`config.mk`:
```
export PLATFORM = sky130hd
export DESIGN_NAME = wake_event_capture_signaling
export DESIGN_NICKNAME = d
export VERILOG_FILES = /design/src/hw/wake_event_capture_signaling.v
export VERILOG_INCLUDE_DIRS = /design/src /design/src/shared
export SDC_FILE = /design/constraint.sdc
export NUM_CORES = 1
export LEC_CHECK = 0
export ABC_AREA = 1
export BUFFER_PORTS_ARGS = -buffer_cell sky130_fd_sc_hd__clkbuf_2
export CORE_AREA = 3 3 91 93
export CTS_CLUSTER_DIAMETER = 80
export DETAILED_ROUTE_END_ITERATION = 8
export DIE_AREA = 0 0 94 96
export PLACE_DENSITY = 0.68
export SETUP_SLACK_MARGIN = 0.2
export SLEW_MARGIN = 20
export SYNTH_ARGS = -nofsm -noshare
export SYNTH_HDL_FRONTEND = slang
export SYNTH_SLANG_ARGS = --single-unit
```
`constraint.sdc`:
```
create_clock -name sys_clk -period 1.81 [get_ports sys_clk]
set_input_delay 0.181 -clock sys_clk [delete_from_list [all_inputs] [get_ports sys_clk]]
set_output_delay 0.181 -clock sys_clk [all_outputs]
set_load 0.01 [all_outputs]
```
`src/shared/wake_evt_map.vh`:
```
// Register map, field positions and mode codes of the wake/event capture block
`ifndef WAKE_EVT_MAP_VH
`define WAKE_EVT_MAP_VH
// ----------------------------------------
// Register addresses
// ----------------------------------------
`define A_WAKE_LVL 7'h4B
`define A_GLOBAL 7'h60
`define A_SYS_ST 7'h61
`define A_SUP_ST 7'h62
`define A_TRX_ST 7'h63
`define A_WPE_ST 7'h64
`define A_SYS_EN 7'h04
`define A_SUP_EN 7'h1C
`define A_TRX_EN 7'h23
`define A_WPE_EN 7'h4C
// ----------------------------------------
// Field positions
// ----------------------------------------
`define B_LVL 1
`define B_PO 4
`define B_OTW 2
`define B_SERIAL_FAILURE_EVENT 1
`define B_WDF 0
`define B_SENSOR_SUPPLY_OVERVOLTAGE_EVENT 2
`define B_SENSOR_SUPPLY_UNDERVOLTAGE_EVENT 1
`define B_V1U 0
`define B_FDE 5
`define B_CBS 4
`define B_CF 1
`define B_CW 0
`define B_WPR 1
`define B_WPF 0
`define B_G_WPE 3
`define B_G_TRX 2
`define B_G_SUP 1
`define B_G_SYS 0
// ----------------------------------------
// Masks: implemented bits and always-captured bits
// ----------------------------------------
`define M_SYS 8'h17
`define M_SUP 8'h07
`define M_TRX 8'h33
`define M_WPE 8'h03
`define K_SYS 8'h11
`define K_SUP 8'h00
`define K_TRX 8'h20
`define K_WPE 8'h00
`define R_ZERO 8'h00
// ----------------------------------------
// Chip mode codes
// ----------------------------------------
`define MODE_NORMAL 3'b111
`define MODE_STANDBY 3'b100
`define MODE_SLEEP 3'b001
// ----------------------------------------
// Timing
// ----------------------------------------
`define CLK_NS 20
`define EVT_DELAY_NS 1000
`endif

```
`src/hw/wake_event_capture_signaling.v`:
```
// Wake pin, regular and diagnostic event capture with receive-pin signalling
//
// Function
// - Wake pin edges raise events per enables
// - Level status bit follows wake pin
// - Level valid in Normal or edge enabled
// - CAN wake, edge events disabled after reset
// - Power-on event set on leaving Off
// - Power-on, watchdog, frame error always captured
// - Overtemperature captured, never in Sleep
// - Serial failures captured outside Sleep
// - Watchdog overflow (Window or Timeout) or early trigger (Window only) captured
// - Watchdog reset: window now, timeout if pending
// - Supply undervoltage captured only while supply on
// - Bus silence only if armed while active
// - CAN failure on undervoltage or clamped transmit
// - Other events have individual capture enables
// - Enabled event sets its status bit
// - Receive pin low when offline, supply on
// - Event in Sleep wakes via Reset
// - Global register flags pending groups
// - Status bits clear by writing one
// - Sleep needs a regular wake enable
// - Clear releases pin, starts delay timer
// - Sleep command with pending goes Reset
`include "wake_evt_map.vh"

// ----------------------------------------
// One status group with capture enables
// ----------------------------------------
module evt_group #(
    parameter [7:0] IMPL = 8'h00, // Implemented status bits
    parameter [7:0] KEEP = 8'h00 // Always-captured bits
) (
    input wire sys_clk,
    input wire rst,
    input wire [7:0] raw_set, // Event pulses
    input wire st_wr, // Write to status register
    input wire en_wr, // Write to enable register
    input wire [7:0] wdata,
    output reg [7:0] st_reg,
    output reg [7:0] en_reg,
    output wire cleared // A set bit was cleared
);
    wire [7:0] clr; // Ones written over implemented bits
    wire [7:0] capt; // Events that are let through
    reg [7:0] st_next;
    assign clr = st_wr ? (wdata & IMPL) : `R_ZERO;
    assign capt = raw_set & (en_reg | KEEP) & IMPL;
    assign cleared = |(clr & st_reg);
    // Set wins over clear so a late event survives
    always @* begin
        st_next = (st_reg & ~clr) | capt;
    end

    // Status and enable storage
    always @(posedge sys_clk) begin
        if (rst) begin
            st_reg <= `R_ZERO;
            en_reg <= `R_ZERO;
        end else begin
            st_reg <= st_next;
            if (en_wr) begin
                en_reg <= wdata & IMPL & ~KEEP;
            end
        end
    end
endmodule // evt_group

// ----------------------------------------
// Top level
// ----------------------------------------
module wake_event_capture_signaling #(
    parameter DELAY_NS = `EVT_DELAY_NS // Event delay time in ns
) (
    input wire sys_clk,
    input wire rst,
    input wire wake_pin, // Raw wake pin level
    input wire [2:0] chip_mode_code, // Current chip mode
    input wire trx_offline, // Transceiver in CAN Offline
    input wire rstn_pin, // Reset pin level
    input wire left_off, // Pulse: left Off mode after power-up
    input wire otw_in, // Pulse: warning threshold exceeded
    input wire spi_count_err, // Pulse: clock count not 16/24/32
    input wire spi_code_err, // Pulse: illegal mode/watchdog code
    input wire spi_lock_err, // Pulse: write to locked register
    input wire wd_window, // Watchdog in Window mode
    input wire wd_timeout, // Watchdog in Timeout mode
    input wire wd_overflow, // Pulse: watchdog overflow
    input wire wd_early, // Pulse: trigger too early
    input wire vext_ov_in, // Pulse: sensor supply overvoltage
    input wire vext_uv_in, // Pulse: sensor supply undervoltage
    input wire mcu_uv_in, // Pulse: supply below 90 %
    input wire frame_err_in, // Pulse: frame detection error
    input wire bus_active, // Bus activity seen
    input wire silence_to, // Pulse: silence timeout elapsed
    input wire trx_off_uv, // Pulse: transceiver off, undervoltage
    input wire txd_clamp, // Pulse: transmit dominant clamp
    input wire can_wake_in, // Pulse: CAN wake-up detected
    input wire sleep_cmd, // Pulse: Sleep mode commanded
    input wire [6:0] reg_addr, // Register address
    input wire reg_wr, // Write strobe
    input wire reg_rd, // Read strobe
    input wire [7:0] reg_wdata,
    output reg [7:0] reg_rdata,
    output reg rxd_low, // Drive receive pin low
    output reg sleep_ok, // Pulse: Sleep entry allowed
    output reg sys_reset_req, // Pulse: go to Reset mode
    output reg wake_req // Pulse: supply on, Sleep to Reset
);
    // ----------------------------------------
    // Timing constants
    // ----------------------------------------
    localparam integer DLY_CYC_I = (DELAY_NS + `CLK_NS - 1) / `CLK_NS;
    localparam integer DLY_CYC = (DLY_CYC_I < 1) ? 1 : DLY_CYC_I;
    localparam [15:0] DLY_LOAD = DLY_CYC[15:0];
    localparam [15:0] CNT_ZERO = 16'h0000;
    localparam [15:0] CNT_ONE = 16'h0001;
    // ----------------------------------------
    // Mode decode
    // ----------------------------------------
    wire in_normal = (chip_mode_code == `MODE_NORMAL);
    wire in_sleep = (chip_mode_code == `MODE_SLEEP);
    wire mcu_on = in_normal | (chip_mode_code == `MODE_STANDBY);
    // ----------------------------------------
    // Wake pin synchroniser and edge detect
    // ----------------------------------------
    reg wake_s1_reg; // First stage, read only by second
    reg wake_s2_reg; // Synchronised level
    reg wake_prev_reg; // Previous synchronised sample
    // Two stages because the pin is slow and asynchronous
    always @(posedge sys_clk) begin
        if (rst) begin
            wake_s1_reg <= 1'b0;
            wake_s2_reg <= 1'b0;
            wake_prev_reg <= 1'b0;
        end else begin
            wake_s1_reg <= wake_pin;
            wake_s2_reg <= wake_s1_reg;
            wake_prev_reg <= wake_s2_reg;
        end
    end

    wire wake_rise = wake_s2_reg & ~wake_prev_reg;
    wire wake_fall = ~wake_s2_reg & wake_prev_reg;

    // ----------------------------------------
    // Bus silence arming
    // ----------------------------------------
    reg sil_arm_reg; // Enable seen while bus active
    wire [7:0] trx_en; // Transceiver enable register
    // Arm only when enabled with traffic, so idle power-up is quiet
    always @(posedge sys_clk) begin
        if (rst) begin
            sil_arm_reg <= 1'b0;
        end else if (!trx_en[`B_CBS]) begin
            sil_arm_reg <= 1'b0;
        end else if (bus_active) begin
            sil_arm_reg <= 1'b1;
        end else if (silence_to) begin
            sil_arm_reg <= 1'b0; // One event per silence
        end
    end

    // ----------------------------------------
    // Raw event vectors
    // ----------------------------------------
    reg [7:0] sys_raw;
    reg [7:0] sup_raw;
    reg [7:0] trx_raw;
    reg [7:0] wpe_raw;
    // Qualify sources by mode or state where needed before enables apply
    always @* begin
        sys_raw = `R_ZERO;
        sup_raw = `R_ZERO;
        trx_raw = `R_ZERO;
        wpe_raw = `R_ZERO;
        sys_raw[`B_PO] = left_off;
        sys_raw[`B_OTW] = otw_in & ~in_sleep;
        sys_raw[`B_SERIAL_FAILURE_EVENT] = (spi_count_err | spi_code_err | spi_lock_err)
            & ~in_sleep;
        sys_raw[`B_WDF] = (wd_overflow & (wd_window | wd_timeout))
            | (wd_early & wd_window);
        sup_raw[`B_SENSOR_SUPPLY_OVERVOLTAGE_EVENT] = vext_ov_in;
        sup_raw[`B_SENSOR_SUPPLY_UNDERVOLTAGE_EVENT] = vext_uv_in;
        sup_raw[`B_V1U] = mcu_uv_in & mcu_on;
        trx_raw[`B_FDE] = frame_err_in;
        trx_raw[`B_CBS] = silence_to & sil_arm_reg;
        trx_raw[`B_CF] = trx_off_uv | (txd_clamp & ~in_sleep);
        trx_raw[`B_CW] = can_wake_in & trx_offline;
        wpe_raw[`B_WPR] = wake_rise;
        wpe_raw[`B_WPF] = wake_fall;
    end

    // ----------------------------------------
    // Register write decode and status groups
    // ----------------------------------------
    wire [7:0] sys_st;
    wire [7:0] sup_st;
    wire [7:0] trx_st;
    wire [7:0] wpe_st;
    wire [7:0] sys_en;
    wire [7:0] sup_en;
    wire [7:0] wpe_en;
    wire [3:0] clr_hit; // Per-group actual clear
    evt_group #(.IMPL(`M_SYS), .KEEP(`K_SYS)) u_sys (
        .sys_clk(sys_clk), .rst(rst), .raw_set(sys_raw),
        .st_wr(reg_wr && reg_addr == `A_SYS_ST),
        .en_wr(reg_wr && reg_addr == `A_SYS_EN), .wdata(reg_wdata),
        .st_reg(sys_st), .en_reg(sys_en), .cleared(clr_hit[0]));
    evt_group #(.IMPL(`M_SUP), .KEEP(`K_SUP)) u_sup (
        .sys_clk(sys_clk), .rst(rst), .raw_set(sup_raw),
        .st_wr(reg_wr && reg_addr == `A_SUP_ST),
        .en_wr(reg_wr && reg_addr == `A_SUP_EN), .wdata(reg_wdata),
        .st_reg(sup_st), .en_reg(sup_en), .cleared(clr_hit[1]));
    evt_group #(.IMPL(`M_TRX), .KEEP(`K_TRX)) u_trx (
        .sys_clk(sys_clk), .rst(rst), .raw_set(trx_raw),
        .st_wr(reg_wr && reg_addr == `A_TRX_ST),
        .en_wr(reg_wr && reg_addr == `A_TRX_EN), .wdata(reg_wdata),
        .st_reg(trx_st), .en_reg(trx_en), .cleared(clr_hit[2]));
    evt_group #(.IMPL(`M_WPE), .KEEP(`K_WPE)) u_wpe (
        .sys_clk(sys_clk), .rst(rst), .raw_set(wpe_raw),
        .st_wr(reg_wr && reg_addr == `A_WPE_ST),
        .en_wr(reg_wr && reg_addr == `A_WPE_EN), .wdata(reg_wdata),
        .st_reg(wpe_st), .en_reg(wpe_en), .cleared(clr_hit[3]));

    // ----------------------------------------
    // Global status and level status
    // ----------------------------------------
    wire [7:0] glob_st;
    wire [7:0] lvl_st;
    wire any_pend = |glob_st;
    wire edge_en = wpe_en[`B_WPR] | wpe_en[`B_WPF];
    wire regular_en = edge_en | trx_en[`B_CW];
    assign glob_st = {4'h0, |wpe_st, |trx_st, |sup_st, |sys_st};
    // Level reads zero when it is not guaranteed valid
    assign lvl_st = {6'h00, wake_s2_reg & (in_normal | edge_en), 1'b0};

    // ----------------------------------------
    // Read data
    // ----------------------------------------
    reg [7:0] rd_next;
    // Unmapped addresses read zero
    always @* begin
        case (reg_addr)
            `A_WAKE_LVL: rd_next = lvl_st;
            `A_GLOBAL: rd_next = glob_st;
            `A_SYS_ST: rd_next = sys_st;
            `A_SUP_ST: rd_next = sup_st;
            `A_TRX_ST: rd_next = trx_st;
            `A_WPE_ST: rd_next = wpe_st;
            `A_SYS_EN: rd_next = sys_en;
            `A_SUP_EN: rd_next = sup_en;
            `A_TRX_EN: rd_next = trx_en;
            `A_WPE_EN: rd_next = wpe_en;
            default: rd_next = `R_ZERO;
        endcase
    end

    // Data held until the next read
    always @(posedge sys_clk) begin
        if (rst) begin
            reg_rdata <= `R_ZERO;
        end else if (reg_rd) begin
            reg_rdata <= rd_next;
        end
    end

    // ----------------------------------------
    // Event delay timer and receive pin
    // ----------------------------------------
    reg [15:0] dly_cnt_reg; // Remaining delay cycles
    reg rstn_prev_reg; // Reset pin last cycle
    reg [15:0] dly_cnt_next;
    wire rstn_fall = rstn_prev_reg & ~rstn_pin;
    // Stop on reset pin fall, restart on any clear
    always @* begin
        if (rstn_fall) begin
            dly_cnt_next = CNT_ZERO;
        end else if (|clr_hit) begin
            dly_cnt_next = DLY_LOAD;
        end else if (dly_cnt_reg != CNT_ZERO) begin
            dly_cnt_next = dly_cnt_reg - CNT_ONE;
        end else begin
            dly_cnt_next = CNT_ZERO;
        end
    end

    // Pin held high while the timer runs to batch events
    always @(posedge sys_clk) begin
        if (rst) begin
            dly_cnt_reg <= CNT_ZERO;
            rstn_prev_reg <= 1'b1;
            rxd_low <= 1'b0;
        end else begin
            dly_cnt_reg <= dly_cnt_next;
            rstn_prev_reg <= rstn_pin;
            rxd_low <= trx_offline & mcu_on & any_pend
                & (dly_cnt_next == CNT_ZERO);
        end
    end

    // ----------------------------------------
    // Sleep entry, reset and wake requests
    // ----------------------------------------
    reg [7:0] sys_st_d; // Status last cycle, for new captures
    reg [7:0] sup_st_d;
    reg [7:0] trx_st_d;
    reg [7:0] wpe_st_d;
    wire any_capt = |{sys_st & ~sys_st_d, sup_st & ~sup_st_d,
        trx_st & ~trx_st_d, wpe_st & ~wpe_st_d};
    wire sleep_bad = ~regular_en | any_pend;
    wire wd_reset = (sys_raw[`B_WDF] & wd_window)
        | (wd_overflow & wd_timeout & sys_st[`B_WDF]);
    // One-cycle pulses, decided from current status
    always @(posedge sys_clk) begin
        if (rst) begin
            sys_st_d <= `R_ZERO;
            sup_st_d <= `R_ZERO;
            trx_st_d <= `R_ZERO;
            wpe_st_d <= `R_ZERO;
            sleep_ok <= 1'b0;
            sys_reset_req <= 1'b0;
            wake_req <= 1'b0;
        end else begin
            sys_st_d <= sys_st;
            sup_st_d <= sup_st;
            trx_st_d <= trx_st;
            wpe_st_d <= wpe_st;
            sleep_ok <= sleep_cmd & ~sleep_bad;
            sys_reset_req <= (sleep_cmd & sleep_bad) | wd_reset;
            wake_req <= in_sleep & any_capt;
        end
    end
endmodule // wake_event_capture_signaling

```
==> impl_summary.txt <==
----------------------------------------------------
[Status]
  Status ... complete, but fails checks
  Violations in the final reports ... negative setup slack

[Clock tree]
  Clock network latency to the later pin of the worst-skew pair ... 350 ps
  Post-CTS clock slew at the launch and capture registers of the worst setup and hold paths ... roughly 70 ps
  CTS Root Buffer Type ... sky130_fd_sc_hd__clkbuf_8
  CTS H-tree depth ... 3
  Maximum count of clock buffers along a single path ... 2
  Hold Buf Count CTS ... 0
  Clock buffers created by TritonCTS ... 9
  TritonCTS sink count ... 67
  Clock tree from TritonCTS ... yes

[Yosys]
  Largest cells by area after synthesis ... sky130_fd_sc_hd__dfxtp_1, sky130_fd_sc_hd__nand2_1, sky130_fd_sc_hd__nor2_1
  Average cell area after synthesis ... 6.86 sq um
  Area share of the largest cell type after synthesis ... roughly 40%
  Part of the Yosys area used for sequential elements ... 40.1%
  Number of distinct standard cells referenced by the synthesized netlist ... 38
  Cell with the most instances after synthesis ... sky130_fd_sc_hd__nand2_1
  Commonest cells in the netlist ... sky130_fd_sc_hd__nand2_1, sky130_fd_sc_hd__nor2_1, sky130_fd_sc_hd__dfxtp_1
  Number of synthesized flops with an enable pin ... 0
  Yosys warns ... 0
  Top FF cell, synth ... sky130_fd_sc_hd__dfxtp_1
  Area of the mapped netlist ... about 0.0033 sq mm
  Top cell type by total area after synthesis ... sky130_fd_sc_hd__dfxtp_1
  Yosys reg bits ... 67
  Post-synthesis instance total ... 488
  Proportion of synthesized flip-flops having asynchronous set or reset ... 0%

[Detailed routing]
  Wirelength per Cell ... around 15 um
  Post-route antenna net violation count ... 0
  Vias after detailed routing ... 3486
  Number of violations reported at the end of detailed-routing iteration 0 ... around 180
  Number of vias per cell after detailed routing ... 5.20
  1st-pass router iterations ... 5
  DRC ... 0
  Total detailed-routing wirelength ... 9850 um

[STA]
  Post-layout minimum cycle time ... 1880 ps
  Smallest setup slack after layout ... -74.8 ps
  Max-slew violation total from the final report ... 0
  Total negative slack for setup checks ... -74.8 ps
  Setup repair after global routing missed its margin ... yes
  Count of endpoints failing hold in the final timing report ... 0
  Setup violators final ... 1
  Layout Skew ... 13.6 ps
  Crit share post-route ... 104%
  FMAX ... 531 MHz

[Worst setup path]
  Capturing element type of the critical path ... flip-flop
  Worst endpoint data arrival time ... 2170 ps
  Worst endpoint required time ... roughly 2100 ps
  Startpoint kind of the worst setup timing path ... flip-flop
  CP Class ... reg -> reg
  Maximum fanout encountered on the critical timing path ... 4

[Pwr]
  Part of the total power dissipated in combinational logic ... 55.5%
  Switching portion of total power ... between 40% and 50%
  Static Leak ... 1.86 nW
  Overall power of the completed layout ... 6.82 mW
  Highest ir drop seen on vdd ... 679 uV
  Cell Pwr Density ... 1590 mW/mm^2
  Part of the total power dissipated in sequential elements ... between 20 and 30%
  Part of the power in the clock network ... 17.2%
  Switching component of the power ... 2.74 mW
  Int Power ... 4.08 mW

[Worst hold path]
  Path class of the lowest-slack min-delay path ... in -> reg

[Global route]
  Aggregate global-route resource usage ... 22.1%
  Maximum number of pins on one net before global-route repair ... 35
  Initial antenna violation count ... 0
  Remaining global-route overflow ... 0
  Via count of the first global-routing pass ... around 3300
  Wire length of the first global-routing pass ... between 15000 and 20000 um

[Final layout]
  Finished layout cell area ... 0.00429 sq mm
  Area growth from synthesis to final layout ... 28.2%
  Final standard cell count with taps included and fillers excluded ... 671
  Multi-input logic area ... ~0.0019 sq mm
  Share of cells above drive strength 1 ... around a quarter
  Number of antenna diodes ... 0
  Number of inserted filler cells in the final layout ... 765
  Final-stage net count ... between 600 and 700
  Area taken by flip-flops and latches ... 0.00135 sq mm
  Largest register FFs ... 16

[Place]
  Gp weighted congestion ... 0.932
  IO buf count ... 50
  Dpl cells ... 649
  Placement Cell Area ... 0.00386 sq mm
  Pre-CTS setup slack ... -16.6 ps
  Estimated wirelength of the detail-placed design ... 7350 um

[Floorplanning]
  Overall die height ... 96 um
  I/O Pins ... 56
  Initial Utilization ... 44.0%
  Core area ... 0.00761 sq mm
  Placement Rows ... 32
  DIE AREA ... 0.00902 sq mm
  Die width ... 94 um

[Flow run]
  Number of maximum-capacitance constraint violations ... 0

----------------------------------------------------
-- per-stage QoR --
stage	util, %	hold WS [ps]
finish	56.4	27.6
global route	56.4	27.9
CTS	53.4	15.1
global placement	50.8	372
detailed placement	50.8	376
floorplan	-	275
-- worst paths after layout --
kind	start	to	slack [ps]	cells past startpoint
setup reg to reg	dly_cnt_reg[1]	rxd_low	-70	13
hold reg to reg	wake_s1_reg	wake_s2_reg	460	2
setup / recovery	dly_cnt_reg[1]	rxd_low	-70	13
hold / removal	rstn_pin	rstn_prev_reg	30	3
-- what timing repair did --
item                       in CTS  in global routing
resized for setup               4                 41
setup endpoints to repair       2                  8
buffers inserted                1                  6
gates cloned                    0                  1
pin swaps                       2                 19
-- worst max-delay path: stages, from the launching register on --
cell,delay [ps]
sky130_fd_sc_hd__dfxtp_2,340
sky130_fd_sc_hd__inv_4,70
sky130_fd_sc_hd__ha_4,130
sky130_fd_sc_hd__inv_2,40
sky130_fd_sc_hd__nor2_4,130
sky130_fd_sc_hd__nand2_4,80
sky130_fd_sc_hd__nor3_2,210
sky130_fd_sc_hd__xnor2_1,200
sky130_fd_sc_hd__nor2_1,90
sky130_fd_sc_hd__o21ai_1,160
sky130_fd_sc_hd__nand2_1,110
sky130_fd_sc_hd__nor2_2,130
sky130_fd_sc_hd__nand2_1,80
sky130_fd_sc_hd__nor2_2,70
-- layer usage --
layer / wire length (um) / vias up / share of wire (%) / global-route usage (%)
met2: 5080 / 112 / 52 / 40.9
met1: 4010 / 1597 / 41 / 25.4
li1: - / 1759 / - / -
met3: 546 / 18 / 5.5 / 4.07
met5: 0 / - / 0 / 0
met4: 209 / 0 / 2.1 / 8.06
-- final cells by class --
| cell class | instances | area share, % |
|---|---|---|
| clock inverter | 1 | 0.175 |
| tap | 102 | 2.97 |
| clock buffer | 13 | 4.17 |
| inverter | 61 | 5.45 |
| sequential | 67 | 31.4 |
| multi-input combinational | 345 | 43.1 |
| timing repair buffer | 82 | 12.7 |
-- power by group through the flow --
| stage | logic, mW | registers [mW] | clock network, mW |
|---|---|---|---|
| finish | 3.78 | 1.86 | 1.17 |
| global route | 4.22 | 1.88 | 1.26 |
| CTS | 2.87 | 1.81 | 1.21 |
| detailed placement | 2.77 | 1.84 | 0 |
| global placement | 2.69 | 1.84 | 0 |
| floorplan | 1.98 | 1.82 | 0 |
-- cell usage in the layout (no fill, tap or decap), types with 4 or more instances in the layout --
cell type                  instances
sky130_fd_sc_hd__a21oi_1          23
sky130_fd_sc_hd__nand4_1          19
sky130_fd_sc_hd__buf_4            26
sky130_fd_sc_hd__nor2_1           68
sky130_fd_sc_hd__clkbuf_2         50
sky130_fd_sc_hd__nor2_4            8
sky130_fd_sc_hd__xnor2_1           4
sky130_fd_sc_hd__xor2_1            4
sky130_fd_sc_hd__clkbuf_8         13
sky130_fd_sc_hd__o22ai_1           8
sky130_fd_sc_hd__inv_1            56
sky130_fd_sc_hd__o21ai_1           5
sky130_fd_sc_hd__dfxtp_1          62
sky130_fd_sc_hd__nor2_2           10
sky130_fd_sc_hd__nand3_1          21
sky130_fd_sc_hd__dfxtp_2           5
sky130_fd_sc_hd__nand2_1         105
sky130_fd_sc_hd__o21ai_0          17
sky130_fd_sc_hd__nand2_2           4
sky130_fd_sc_hd__nor4_1           11
-- logic make-up (layout without fill, tap and decap cells) --
family / after synthesis / in the layout / share of synthesized area, %
other cells: 1 / 2 / 0.112
flops: 67 / 67 / 40.1
simple gates: 261 / 261 / 35.1
xor+xnor: 9 / 9 / 2.35
fa+ha+maj: 2 / 2 / 0.748
compound gates: 71 / 71 / 12.2
buf+inv: 77 / 157 / 9.35
(Power assumes the default switching activity.)
